**config.mk**
```make
export PLATFORM = sky130hd
export DESIGN_NAME = pwmas_top
export DESIGN_NICKNAME = d
export VERILOG_FILES = /design/src/rtl/pwmas_pkg.sv /design/src/rtl/pwmas_deadband.sv /design/src/rtl/pwmas_top.sv
export SDC_FILE = /design/constraint.sdc
export NUM_CORES = 1
export LEC_CHECK = 0
export CORE_MARGIN = 10
export CORE_UTILIZATION = 38
export CTS_BUF_LIST = sky130_fd_sc_hd__clkbuf_8
export CTS_CLUSTER_SIZE = 12
export DETAILED_ROUTE_END_ITERATION = 10
export DONT_BUFFER_PORTS = 1
export PLACE_DENSITY = 0.56
export SYNTH_ARGS = -nofsm -noshare
export SYNTH_HDL_FRONTEND = slang
export SYNTH_HIERARCHICAL = 1
export SYNTH_SLANG_ARGS = --single-unit
```
**constraint.sdc**
```tcl
create_clock -name clk -period 1.67 [get_ports clk]
set_input_delay 0.2505 -clock clk [delete_from_list [all_inputs] [get_ports clk]]
set_output_delay 0.2505 -clock clk [all_outputs]
set_load 0.02 [all_outputs]
```
**src/rtl/pwmas_pkg.sv**
```systemverilog
// ----------------------------------------------------------------------
// Shared constants of the PWM auto-shutdown block.
// ----------------------------------------------------------------------
package pwmas_pkg;

  // Register port widths.
  localparam int REG_AW = 2;
  localparam int DATA_W = 8;

  // Register offsets, one per register.
  localparam logic [REG_AW-1:0] ADDR_DELAY = 2'h0;
  localparam logic [REG_AW-1:0] ADDR_SHUTDOWN = 2'h1;
  localparam logic [REG_AW-1:0] ADDR_AUX = 2'h2;

  // Reset values of the delay and shutdown registers.
  localparam logic [DATA_W-1:0] RST_DELAY = 8'h00;
  localparam logic [DATA_W-1:0] RST_SHUTDOWN = 8'h00;

  // Field positions in the delay and restart register.
  localparam int RSEN_BIT = 7;
  localparam int DC_HI = 6;

  // Field positions in the shutdown control register.
  localparam int STATUS_BIT = 7;
  localparam int SRC_HI = 6;
  localparam int SRC_LO = 4;
  localparam int AC_HI = 3;
  localparam int AC_LO = 2;
  localparam int BD_HI = 1;
  localparam int BD_LO = 0;

  // Bits of the source select field, one per source.
  localparam int SRC_CMP1_BIT = 0;
  localparam int SRC_CMP2_BIT = 1;
  localparam int SRC_FLT_BIT = 2;

  // Bit of a shutdown level field that releases the pair.
  localparam int LVL_TRI_BIT = 1;

  // Bits of the auxiliary status register.
  localparam int PTF_BIT = 0;
  localparam int LIVE_BIT = 1;
  localparam int HOLD_BIT = 2;

  // Bits of the output polarity select, set means active low.
  localparam int POL_AC_BIT = 1;
  localparam int POL_BD_BIT = 0;

  // Input synchroniser layout and its idle value.
  localparam int SYNC_W = 3;
  localparam int IDX_CMP1 = 0;
  localparam int IDX_CMP2 = 1;
  localparam int IDX_FLT = 2;
  localparam logic [SYNC_W-1:0] SYNC_RST = 3'h4;

  // Dead-band count width as the register holds it.
  localparam int DC_W = 7;

endpackage

```
**src/rtl/pwmas_deadband.sv**
```systemverilog
`timescale 1ns/1ns
`default_nettype none
// ----------------------------------------------------------------------
// Dead-band delay of one output: delays the inactive to active edge.
// ----------------------------------------------------------------------
module pwmas_deadband #(
  parameter int CW = 7
) (
  input wire logic clk,
  input wire logic rst_sync_n,
  input wire logic delay_en,
  input wire logic [CW-1:0] delay_cnt,
  input wire logic active_in,
  output logic active_out
);

  // Counter of cycles spent active, saturating at its top.
  logic [CW-1:0] cnt_ff;
  logic [CW-1:0] nxt_cnt;
  // Registered delayed output.
  logic out_ff;
  logic nxt_out;

  // Counts while the scheduled output is active; restarts when inactive.
  // A delay longer than the active time keeps the output inactive.
  always_comb begin
    nxt_cnt = cnt_ff;
    nxt_out = active_in;
    if (!active_in) begin
      nxt_cnt = '0;
    end else if (cnt_ff != {CW{1'b1}}) begin
      nxt_cnt = cnt_ff + 1'b1;
    end
    if (delay_en) begin
      nxt_out = active_in && (cnt_ff >= delay_cnt);
    end
  end

  // Registers of the delay counter and output.
  always_ff @(posedge clk or negedge rst_sync_n) begin
    if (!rst_sync_n) begin
      cnt_ff <= '0;
      out_ff <= 1'b0;
    end else begin
      cnt_ff <= nxt_cnt;
      out_ff <= nxt_out;
    end
  end

  assign active_out = out_ff;

endmodule
`default_nettype wire

```
**src/rtl/pwmas_top.sv**
```systemverilog
// Contract
// - Shutdown acts only in enhanced PWM modes.
// - Three-bit field selects comparator and fault sources.
// - Low fault pin is a shutdown event.
// - Selected comparator level triggers shutdown.
// - Pins forced to shutdown levels asynchronously.
// - Pair A/C level: low, high, or released.
// - Pair B/D level uses the same encoding.
// - Event sets status bit; outputs held meanwhile.
// - Auto restart clears status once cause gone.
// - Without auto restart only software clears status.
// - Status set at period start holds period.
// - Outputs resume at the next period start.
// - Status writes ignored while cause is active.
// - Comparator cause keeps status set regardless.
// - Writing one to status forces shutdown.
// - Seven-bit count delays inactive-to-active edge.
// - Two polarity bits choose per-pair active level.
// - Period flag set as second period begins.
// - Dead band only on rising edge, half-bridge.
// - Count above duty keeps output inactive.
//
// The implementer's own choices: the address-and-strobe port and the register offsets.
`timescale 1ns/1ns
`default_nettype none
module pwmas_top #(
  parameter int DC_W = pwmas_pkg::DC_W
) (
  input wire logic clk,
  input wire logic rst_n,
  input wire logic [pwmas_pkg::REG_AW-1:0] reg_addr,
  input wire logic [pwmas_pkg::DATA_W-1:0] reg_wdata,
  input wire logic reg_wr,
  input wire logic reg_rd,
  output logic [pwmas_pkg::DATA_W-1:0] reg_rdata,
  input wire logic enhanced_mode,
  input wire logic half_bridge_mode,
  input wire logic [1:0] output_polarity_sel,
  input wire logic period_start,
  input wire logic pwm_mod_a,
  input wire logic pwm_mod_b,
  input wire logic pwm_mod_c,
  input wire logic pwm_mod_d,
  input wire logic cmp1_out,
  input wire logic cmp2_out,
  input wire logic fault_input_n,
  output logic pwm_out_a_o,
  output logic pwm_out_a_oe,
  output logic pwm_out_b_o,
  output logic pwm_out_b_oe,
  output logic pwm_out_c_o,
  output logic pwm_out_c_oe,
  output logic pwm_out_d_o,
  output logic pwm_out_d_oe,
  output logic period_timer_flag,
  output logic shutdown_active
);
  import pwmas_pkg::*;

  // ----------------------------------------------------------------------
  // Elaboration check
  // ----------------------------------------------------------------------

  // The count must fit the seven bits left beside the restart bit.
  if (DC_W < 1 || DC_W > DC_HI + 1) begin : g_bad_dc_w
    $error("DC_W must lie between 1 and 7.");
  end

  // ----------------------------------------------------------------------
  // Helper functions
  // ----------------------------------------------------------------------

  // Pin level: shutdown level while forced, else active level by polarity.
  function automatic logic pin_level(input logic force_sd, input logic [1:0] lvl,
                                     input logic active, input logic act_low);
    logic v;
    v = active ^ act_low;
    if (force_sd) begin
      v = lvl[0];
    end
    return v;
  endfunction

  // Pin enable: released only when forced with a tri-state level.
  function automatic logic pin_enable(input logic force_sd, input logic [1:0] lvl);
    return !(force_sd && lvl[LVL_TRI_BIT]);
  endfunction

  // Event from the source select and the three condition levels.
  function automatic logic src_event(input logic [2:0] sel, input logic c1,
                                     input logic c2, input logic flt_low);
    return (sel[SRC_CMP1_BIT] && c1) || (sel[SRC_CMP2_BIT] && c2) ||
           (sel[SRC_FLT_BIT] && flt_low);
  endfunction

  // ----------------------------------------------------------------------
  // Reset release
  // ----------------------------------------------------------------------

  // Two-stage release of the asynchronous reset.
  logic [1:0] rst_pipe_ff;
  // Reset used by all other logic.
  logic rst_sync_n;

  // Asserts at once and releases after two clock edges.
  always_ff @(posedge clk or negedge rst_n) begin
    if (!rst_n) begin
      rst_pipe_ff <= 2'h0;
    end else begin
      rst_pipe_ff <= {rst_pipe_ff[0], 1'b1};
    end
  end

  assign rst_sync_n = rst_pipe_ff[1];

  // ----------------------------------------------------------------------
  // Input synchronisers
  // ----------------------------------------------------------------------

  // Raw pin vector, three stages and the filtered level.
  logic [SYNC_W-1:0] pin_raw;
  logic [SYNC_W-1:0] sync1_ff;
  logic [SYNC_W-1:0] sync2_ff;
  logic [SYNC_W-1:0] sync3_ff;
  logic [SYNC_W-1:0] filt_ff;
  logic [SYNC_W-1:0] nxt_filt;

  assign pin_raw = {fault_input_n, cmp2_out, cmp1_out};

  // A bit changes only once the second and third stages agree.
  always_comb begin
    nxt_filt = filt_ff;
    for (int i = 0; i < SYNC_W; i++) begin
      if (sync2_ff[i] == sync3_ff[i]) begin
        nxt_filt[i] = sync3_ff[i];
      end
    end
  end

  // Synchroniser stages; the first stage feeds only the second.
  always_ff @(posedge clk or negedge rst_sync_n) begin
    if (!rst_sync_n) begin
      sync1_ff <= SYNC_RST;
      sync2_ff <= SYNC_RST;
      sync3_ff <= SYNC_RST;
      filt_ff <= SYNC_RST;
    end else begin
      sync1_ff <= pin_raw;
      sync2_ff <= sync1_ff;
      sync3_ff <= sync2_ff;
      filt_ff <= nxt_filt;
    end
  end

  // ----------------------------------------------------------------------
  // Registers
  // ----------------------------------------------------------------------

  // Restart enable and dead-band count.
  logic auto_restart_en_ff;
  logic nxt_auto_restart_en;
  logic [DC_W-1:0] dead_band_count_ff;
  logic [DC_W-1:0] nxt_dead_band_count;
  // Shutdown control fields.
  logic shutdown_status_ff;
  logic nxt_shutdown_status;
  logic [2:0] shutdown_source_sel_ff;
  logic [2:0] nxt_shutdown_source_sel;
  logic [1:0] pair_ac_shutdown_level_ff;
  logic [1:0] nxt_pair_ac_shutdown_level;
  logic [1:0] pair_bd_shutdown_level_ff;
  logic [1:0] nxt_pair_bd_shutdown_level;
  // Period flag and output hold.
  logic period_flag_ff;
  logic nxt_period_flag;
  logic hold_ff;
  logic nxt_hold;
  // Read data register.
  logic [DATA_W-1:0] rdata_ff;
  logic [DATA_W-1:0] nxt_rdata;
  // Decoded write strobes.
  logic wr_delay;
  logic wr_shutdown;
  logic wr_aux;
  // Synchronised event and the raw asynchronous one.
  logic event_sync;
  logic event_async;

  assign wr_delay = reg_wr && (reg_addr == ADDR_DELAY);
  assign wr_shutdown = reg_wr && (reg_addr == ADDR_SHUTDOWN);
  assign wr_aux = reg_wr && (reg_addr == ADDR_AUX);

  // Event seen by the status logic, from synchronised levels.
  assign event_sync = enhanced_mode && src_event(shutdown_source_sel_ff,
      filt_ff[IDX_CMP1], filt_ff[IDX_CMP2], !filt_ff[IDX_FLT]);

  // Event from the raw pins, used only to force the pins at once.
  assign event_async = enhanced_mode && src_event(shutdown_source_sel_ff,
      cmp1_out, cmp2_out, !fault_input_n);

  // Next values of the configuration fields and the status bit.
  always_comb begin
    nxt_auto_restart_en = auto_restart_en_ff;
    nxt_dead_band_count = dead_band_count_ff;
    nxt_shutdown_source_sel = shutdown_source_sel_ff;
    nxt_pair_ac_shutdown_level = pair_ac_shutdown_level_ff;
    nxt_pair_bd_shutdown_level = pair_bd_shutdown_level_ff;
    nxt_shutdown_status = shutdown_status_ff;
    if (wr_delay) begin
      nxt_auto_restart_en = reg_wdata[RSEN_BIT];
      nxt_dead_band_count = reg_wdata[DC_W-1:0];
    end
    if (wr_shutdown) begin
      nxt_shutdown_source_sel = reg_wdata[SRC_HI:SRC_LO];
      nxt_pair_ac_shutdown_level = reg_wdata[AC_HI:AC_LO];
      nxt_pair_bd_shutdown_level = reg_wdata[BD_HI:BD_LO];
    end
    if (wr_shutdown && !event_sync) begin
      // Software may set or clear only while no cause is present.
      nxt_shutdown_status = reg_wdata[STATUS_BIT];
    end else if (auto_restart_en_ff && !event_sync) begin
      // Automatic restart once the cause has gone.
      nxt_shutdown_status = 1'b0;
    end
    if (event_sync) begin
      // A present cause always wins and keeps the bit set.
      nxt_shutdown_status = 1'b1;
    end
  end

  // Next values of the period flag and the output hold.
  always_comb begin
    nxt_period_flag = period_flag_ff;
    nxt_hold = hold_ff;
    if (wr_aux && reg_wdata[PTF_BIT]) begin
      // Writing one clears the flag.
      nxt_period_flag = 1'b0;
    end
    if (period_start) begin
      // Set wins over a clear in the same cycle.
      nxt_period_flag = 1'b1;
      // Hold for the whole period if the status is set now.
      nxt_hold = shutdown_status_ff;
    end
    if (shutdown_status_ff) begin
      nxt_hold = 1'b1;
    end
  end

  // Read data, valid in the cycle after the read strobe only.
  always_comb begin
    nxt_rdata = '0;
    if (reg_rd) begin
      unique case (reg_addr)
        ADDR_DELAY: begin
          nxt_rdata[RSEN_BIT] = auto_restart_en_ff;
          nxt_rdata[DC_W-1:0] = dead_band_count_ff;
        end
        ADDR_SHUTDOWN: begin
          nxt_rdata = {shutdown_status_ff, shutdown_source_sel_ff,
                       pair_ac_shutdown_level_ff, pair_bd_shutdown_level_ff};
        end
        ADDR_AUX: begin
          nxt_rdata[PTF_BIT] = period_flag_ff;
          nxt_rdata[LIVE_BIT] = event_sync;
          nxt_rdata[HOLD_BIT] = shutdown_active;
        end
        default: begin
          // Unmapped offsets read as zero.
          nxt_rdata = '0;
        end
      endcase
    end
  end

  // Register state.
  always_ff @(posedge clk or negedge rst_sync_n) begin
    if (!rst_sync_n) begin
      auto_restart_en_ff <= RST_DELAY[RSEN_BIT];
      dead_band_count_ff <= RST_DELAY[DC_W-1:0];
      shutdown_status_ff <= RST_SHUTDOWN[STATUS_BIT];
      shutdown_source_sel_ff <= RST_SHUTDOWN[SRC_HI:SRC_LO];
      pair_ac_shutdown_level_ff <= RST_SHUTDOWN[AC_HI:AC_LO];
      pair_bd_shutdown_level_ff <= RST_SHUTDOWN[BD_HI:BD_LO];
      period_flag_ff <= 1'b0;
      hold_ff <= 1'b0;
      rdata_ff <= '0;
    end else begin
      auto_restart_en_ff <= nxt_auto_restart_en;
      dead_band_count_ff <= nxt_dead_band_count;
      shutdown_status_ff <= nxt_shutdown_status;
      shutdown_source_sel_ff <= nxt_shutdown_source_sel;
      pair_ac_shutdown_level_ff <= nxt_pair_ac_shutdown_level;
      pair_bd_shutdown_level_ff <= nxt_pair_bd_shutdown_level;
      period_flag_ff <= nxt_period_flag;
      hold_ff <= nxt_hold;
      rdata_ff <= nxt_rdata;
    end
  end

  assign reg_rdata = rdata_ff;
  assign period_timer_flag = period_flag_ff;

  // ----------------------------------------------------------------------
  // Dead band and output stage
  // ----------------------------------------------------------------------

  // Delayed active levels of the four outputs.
  logic act_a;
  logic act_b;
  logic act_c;
  logic act_d;
  // Dead band is used only in half-bridge mode.
  logic db_en;
  // Shutdown forcing of the pins.
  logic force_sd;

  assign db_en = half_bridge_mode;

  // Output A with its dead band.
  pwmas_deadband #(.CW(DC_W)) u_db_a (
    .clk(clk),
    .rst_sync_n(rst_sync_n),
    .delay_en(db_en),
    .delay_cnt(dead_band_count_ff),
    .active_in(pwm_mod_a),
    .active_out(act_a)
  );

  // Output B with its dead band.
  pwmas_deadband #(.CW(DC_W)) u_db_b (
    .clk(clk),
    .rst_sync_n(rst_sync_n),
    .delay_en(db_en),
    .delay_cnt(dead_band_count_ff),
    .active_in(pwm_mod_b),
    .active_out(act_b)
  );

  // Outputs C and D carry no dead band; a register keeps them aligned.
  always_ff @(posedge clk or negedge rst_sync_n) begin
    if (!rst_sync_n) begin
      act_c <= 1'b0;
      act_d <= 1'b0;
    end else begin
      act_c <= pwm_mod_c;
      act_d <= pwm_mod_d;
    end
  end

  // Held while status or period hold stands, or at once on a raw event.
  assign shutdown_active = enhanced_mode &&
      (event_async || shutdown_status_ff || hold_ff);
  assign force_sd = shutdown_active;

  // Pin levels; the forcing path is combinational so it needs no clock.
  assign pwm_out_a_o = pin_level(force_sd, pair_ac_shutdown_level_ff, act_a,
      output_polarity_sel[POL_AC_BIT]);
  assign pwm_out_c_o = pin_level(force_sd, pair_ac_shutdown_level_ff, act_c,
      output_polarity_sel[POL_AC_BIT]);
  assign pwm_out_b_o = pin_level(force_sd, pair_bd_shutdown_level_ff, act_b,
      output_polarity_sel[POL_BD_BIT]);
  assign pwm_out_d_o = pin_level(force_sd, pair_bd_shutdown_level_ff, act_d,
      output_polarity_sel[POL_BD_BIT]);

  // Pin enables; a pair is released under a tri-state level.
  assign pwm_out_a_oe = pin_enable(force_sd, pair_ac_shutdown_level_ff);
  assign pwm_out_c_oe = pin_enable(force_sd, pair_ac_shutdown_level_ff);
  assign pwm_out_b_oe = pin_enable(force_sd, pair_bd_shutdown_level_ff);
  assign pwm_out_d_oe = pin_enable(force_sd, pair_bd_shutdown_level_ff);

endmodule
`default_nettype wire

```
==> impl_metrics.env <==
export IMPL_run_status="finished, violations left"
export IMPL_violations="negative setup slack"
export IMPL_p_clk_share_pct=38.8
export IMPL_yosys_warnings=6
export IMPL_diodes=0
export IMPL_overflow=0
export IMPL_drive_gt1_share_pct=25.0
export IMPL_synth_top_area_share_pct=48.9
export IMPL_holdWs_ns=0.0358
export IMPL_ys_top_cells_by_count="dfrtp_1 (54), mux2_2 (19), nand2_1 (19), inv_1 (17), ha_1 (16)"
export IMPL_arrival_ns=1.56
export IMPL_dp_cells=323
export IMPL_slew_violations=0
export IMPL_hold_viol_final=0
export IMPL_routed_wl_met3_um=422
export IMPL_wl_met2_um=2650
export IMPL_crit_buf_inv=0
export IMPL_dpl_hpwl_um=4110
export IMPL_top_layer_used="met4"
export IMPL_internal_power_uw=2710
export IMPL_synth_largest_area_cell="dfrtp_1"
export IMPL_critPathTopFamily="multiplexers"
export IMPL_crit_path_end_kind="primary output"
export IMPL_cts_tree="yes"
export IMPL_wl_per_cell_um=15.8
export IMPL_ys_types=41
export IMPL_rsz0062_at_grt="true"
export IMPL_syn_num_nets=267
export IMPL_port_buffers=0
export IMPL_startpoint_type="register"
export IMPL_power_leakage_uw=0.00159
export IMPL_route_final_wire_length_um=5540
export IMPL_register_area_um2=1460
export IMPL_cts_buffers=9
export IMPL_track_usage_pct=10.9
export IMPL_dr_pass1_iters=4
export IMPL_synth_edf_count=0
export IMPL_die_width_um=105
export IMPL_fill_cells=678
export IMPL_swShare_pct=26.2
export IMPL_fin_crit_ns=1.81
export IMPL_peakVddDrop_uv=600
export IMPL_netlist_instances=225
export IMPL_drt_met1_wl_um=2420
export IMPL_finClkSkew_ns=0.00713
export IMPL_synthFlopType="dfrtp_1"
export IMPL_die_area_um2=11100
export IMPL_synth_seq_area_share_pct=52.7
export IMPL_cellPowerDensity_nw_per_um2=1120
export IMPL_cts_htree_levels=3
export IMPL_yosys_cell_count_top_type="dfrtp_1"
export IMPL_final_cells=351
export IMPL_layout_setup_ws_ns=-0.142
export IMPL_antenna_found_initial=0
export IMPL_synthTopCellsByArea="dfrtp_1 (49%), mux2_2 (7.7%), ha_1 (7.2%), mux2i_1 (4.3%), dfstp_2 (3.8%)"
export IMPL_initial_utilization_pct=38.5
export IMPL_fp_dieH_um=105
export IMPL_cpMaxStageDelayCell="mux2_2"
export IMPL_root_buffer="clkbuf_8"
export IMPL_grt_max_degree=57
export IMPL_min_path_type="input port to register"
export IMPL_gp_congestion=0.777
export IMPL_p_switching_uw=959
export IMPL_postSynthAreaPerCell_um2=12.3
export IMPL_drv_cap=0
export IMPL_criticalPathCategory="register to primary output"
export IMPL_clkTransAtPathRegs_ns=0.06
export IMPL_cts_buffer_depth=2
export IMPL_grt_pass1_vias=1809
export IMPL_tns_ns=-1.08
export IMPL_fmax_mhz=552
export IMPL_fin_crit_sh_pct=108
export IMPL_finish_instance_area_um2=3260
export IMPL_placed_area_um2=2920
export IMPL_drc=0
export IMPL_via_per_inst=4.90
export IMPL_seqPwrFrac_pct=46.2
export IMPL_io_pins=44
export IMPL_finalPower_uw=3670
export IMPL_drtIter0Drc=51
export IMPL_core_area_um2=7180
export IMPL_multi_input_area_um2=1210
export IMPL_vias=1719
export IMPL_async_flop_share_pct=100
export IMPL_worstPathRequired_ns=1.42
export IMPL_synth_seq_cells=58
export IMPL_syn_to_final_growth_pct=17.9
export IMPL_syn_cell_area_um2=2760
export IMPL_drtAntennaViolNets=0
export IMPL_finalSetupViolCount=9
export IMPL_clk_latency_ns=0.33
export IMPL_max_stage_delay_ns=0.44
export IMPL_path_cells="nand2_1 > a31oi_4 > mux2_2"
export IMPL_cp_max_fo=7
export IMPL_p_comb_share_pct=15.1
export IMPL_nets=289
export IMPL_cts_sinks=58
export IMPL_rows=31
export IMPL_grt_pass1_wl_um=9670
[path summary, 6_finish.rpt]
check                                                 startpoint                           end  slack [ns]  cells after the start
setup reg to reg               dead_band_count_ff[4]$_DFFE_PN0P_   u_db_a/active_out$_DFF_PN0_        0.19                      6
setup / recovery           shutdown_source_sel_ff[1]$_DFFE_PN0P_                   pwm_out_d_o       -0.14                      3
max in group asynchronous               rst_pipe_ff[1]$_DFF_PN0_         sync3_ff[2]$_DFF_PN1_        1.13                      1
min in group asynchronous                                  rst_n      rst_pipe_ff[0]$_DFF_PN0_        0.15                      1
hold reg to reg                         rst_pipe_ff[1]$_DFF_PN0_         sync2_ff[1]$_DFF_PN0_        0.25                      1
hold / removal                                         pwm_mod_a  u_db_a/cnt_ff[6]$_DFFE_PN0P_        0.04                      1
[sequential cells by signal, indices dropped and copies added (netlist names), 2 cells and up]
| signal | cells |
|---|---|
| pair_ac_shutdown_level_ff | 2 |
| rst_pipe_ff | 2 |
| dead_band_count_ff | 7 |
| reg_rdata | 8 |
| u_db_b/cnt_ff | 7 |
| sync2_ff | 3 |
| shutdown_source_sel_ff | 3 |
| sync3_ff | 3 |
| sync1_ff | 3 |
| filt_ff | 3 |
| u_db_a/cnt_ff | 7 |
| pair_bd_shutdown_level_ff | 2 |
[area by class of cell]
| cell class | count | share of cell area (%) |
|---|---|---|
| multi-input cells | 145 | 37.3 |
| clock inverters | 6 | 2.50 |
| clock buffers | 10 | 4.22 |
| inverters | 17 | 1.96 |
| well taps | 99 | 3.80 |
| flip-flops and latches | 58 | 44.7 |
| repair buffers | 16 | 5.49 |
[cell usage in the layout, fill, tap and decap left out, types with 2 or more instances in the layout]
| cell type | count |
|---|---|
| dfstp_2 | 4 |
| nand2_1 | 17 |
| inv_1 | 18 |
| nor2_1 | 8 |
| o2111ai_1 | 2 |
| buf_4 | 5 |
| mux2_2 | 19 |
| nand2_2 | 2 |
| nand3_1 | 5 |
| a211oi_1 | 4 |
| nand2b_1 | 6 |
| a21boi_1 | 2 |
| dfrtp_1 | 53 |
| o211a_1 | 4 |
| buf_12 | 3 |
| o21ai_1 | 2 |
| o21a_1 | 2 |
| nand2_4 | 2 |
| mux2i_1 | 12 |
| nand3_2 | 2 |
| nor2b_1 | 2 |
| a21o_1 | 4 |
| clkinv_2 | 2 |
| dlygate4sd3_1 | 7 |
| bufinv_16 | 2 |
| clkbuf_8 | 10 |
| and3_2 | 2 |
| ha_1 | 16 |
| a31oi_1 | 4 |
| nor2_4 | 2 |
| o21ai_0 | 5 |
| xor2_1 | 6 |
| maj3_1 | 3 |
[power by group through the flow]
stage	Sequential [uW]	Combinational, uW	Clock [uW]
floorplan	1700	395	0
global placement	1720	498	0
detailed placement	1730	507	0
CTS	1690	557	1470
global route	1720	621	1530
finish	1690	553	1420
[metrics by stage]
| step | util (%) | setup WS [ns] |
|---|---|---|
| after global routing | 45.4 | -0.237 |
| final | 45.4 | -0.142 |
| after global placement | 40.7 | 0.184 |
| after CTS | 45.2 | -0.177 |
| after detailed placement | 40.7 | 0.180 |
| after floorplan | - | 0.163 |
[kinds of logic (layout without fill, tap and decap cells)]
group           after synthesis  after routing  share of synthesized area [%]
compound gates               36             36                           10.1
xor+xnor                      6              6                           1.90
fa+ha+maj                    19             19                           8.33
buf+inv                      22             49                           3.53
flops                        58             58                           52.7
mux                          31             31                           12.1
other cells                   1              1                          0.136
simple gates                 52             52                           11.2
[repair_timing]
action                                  4_1_cts  5_1_grt
pin swaps                                     1        0
hold endpoints to repair                      8        0
hold buffers                                  7        0
endpoints found under the setup margin        8        9
gates resized for setup                       2        1
setup buffers                                 4        1
[layer usage]
layer / track usage (%) / up-vias
li1: - / 826
met1: 13.3 / 850
met2: 16.4 / 39
met3: 5.42 / 4
met4: 3.82 / 0
met5: 0 / -
No activity file was read; power rests on OpenSTA's default activity.
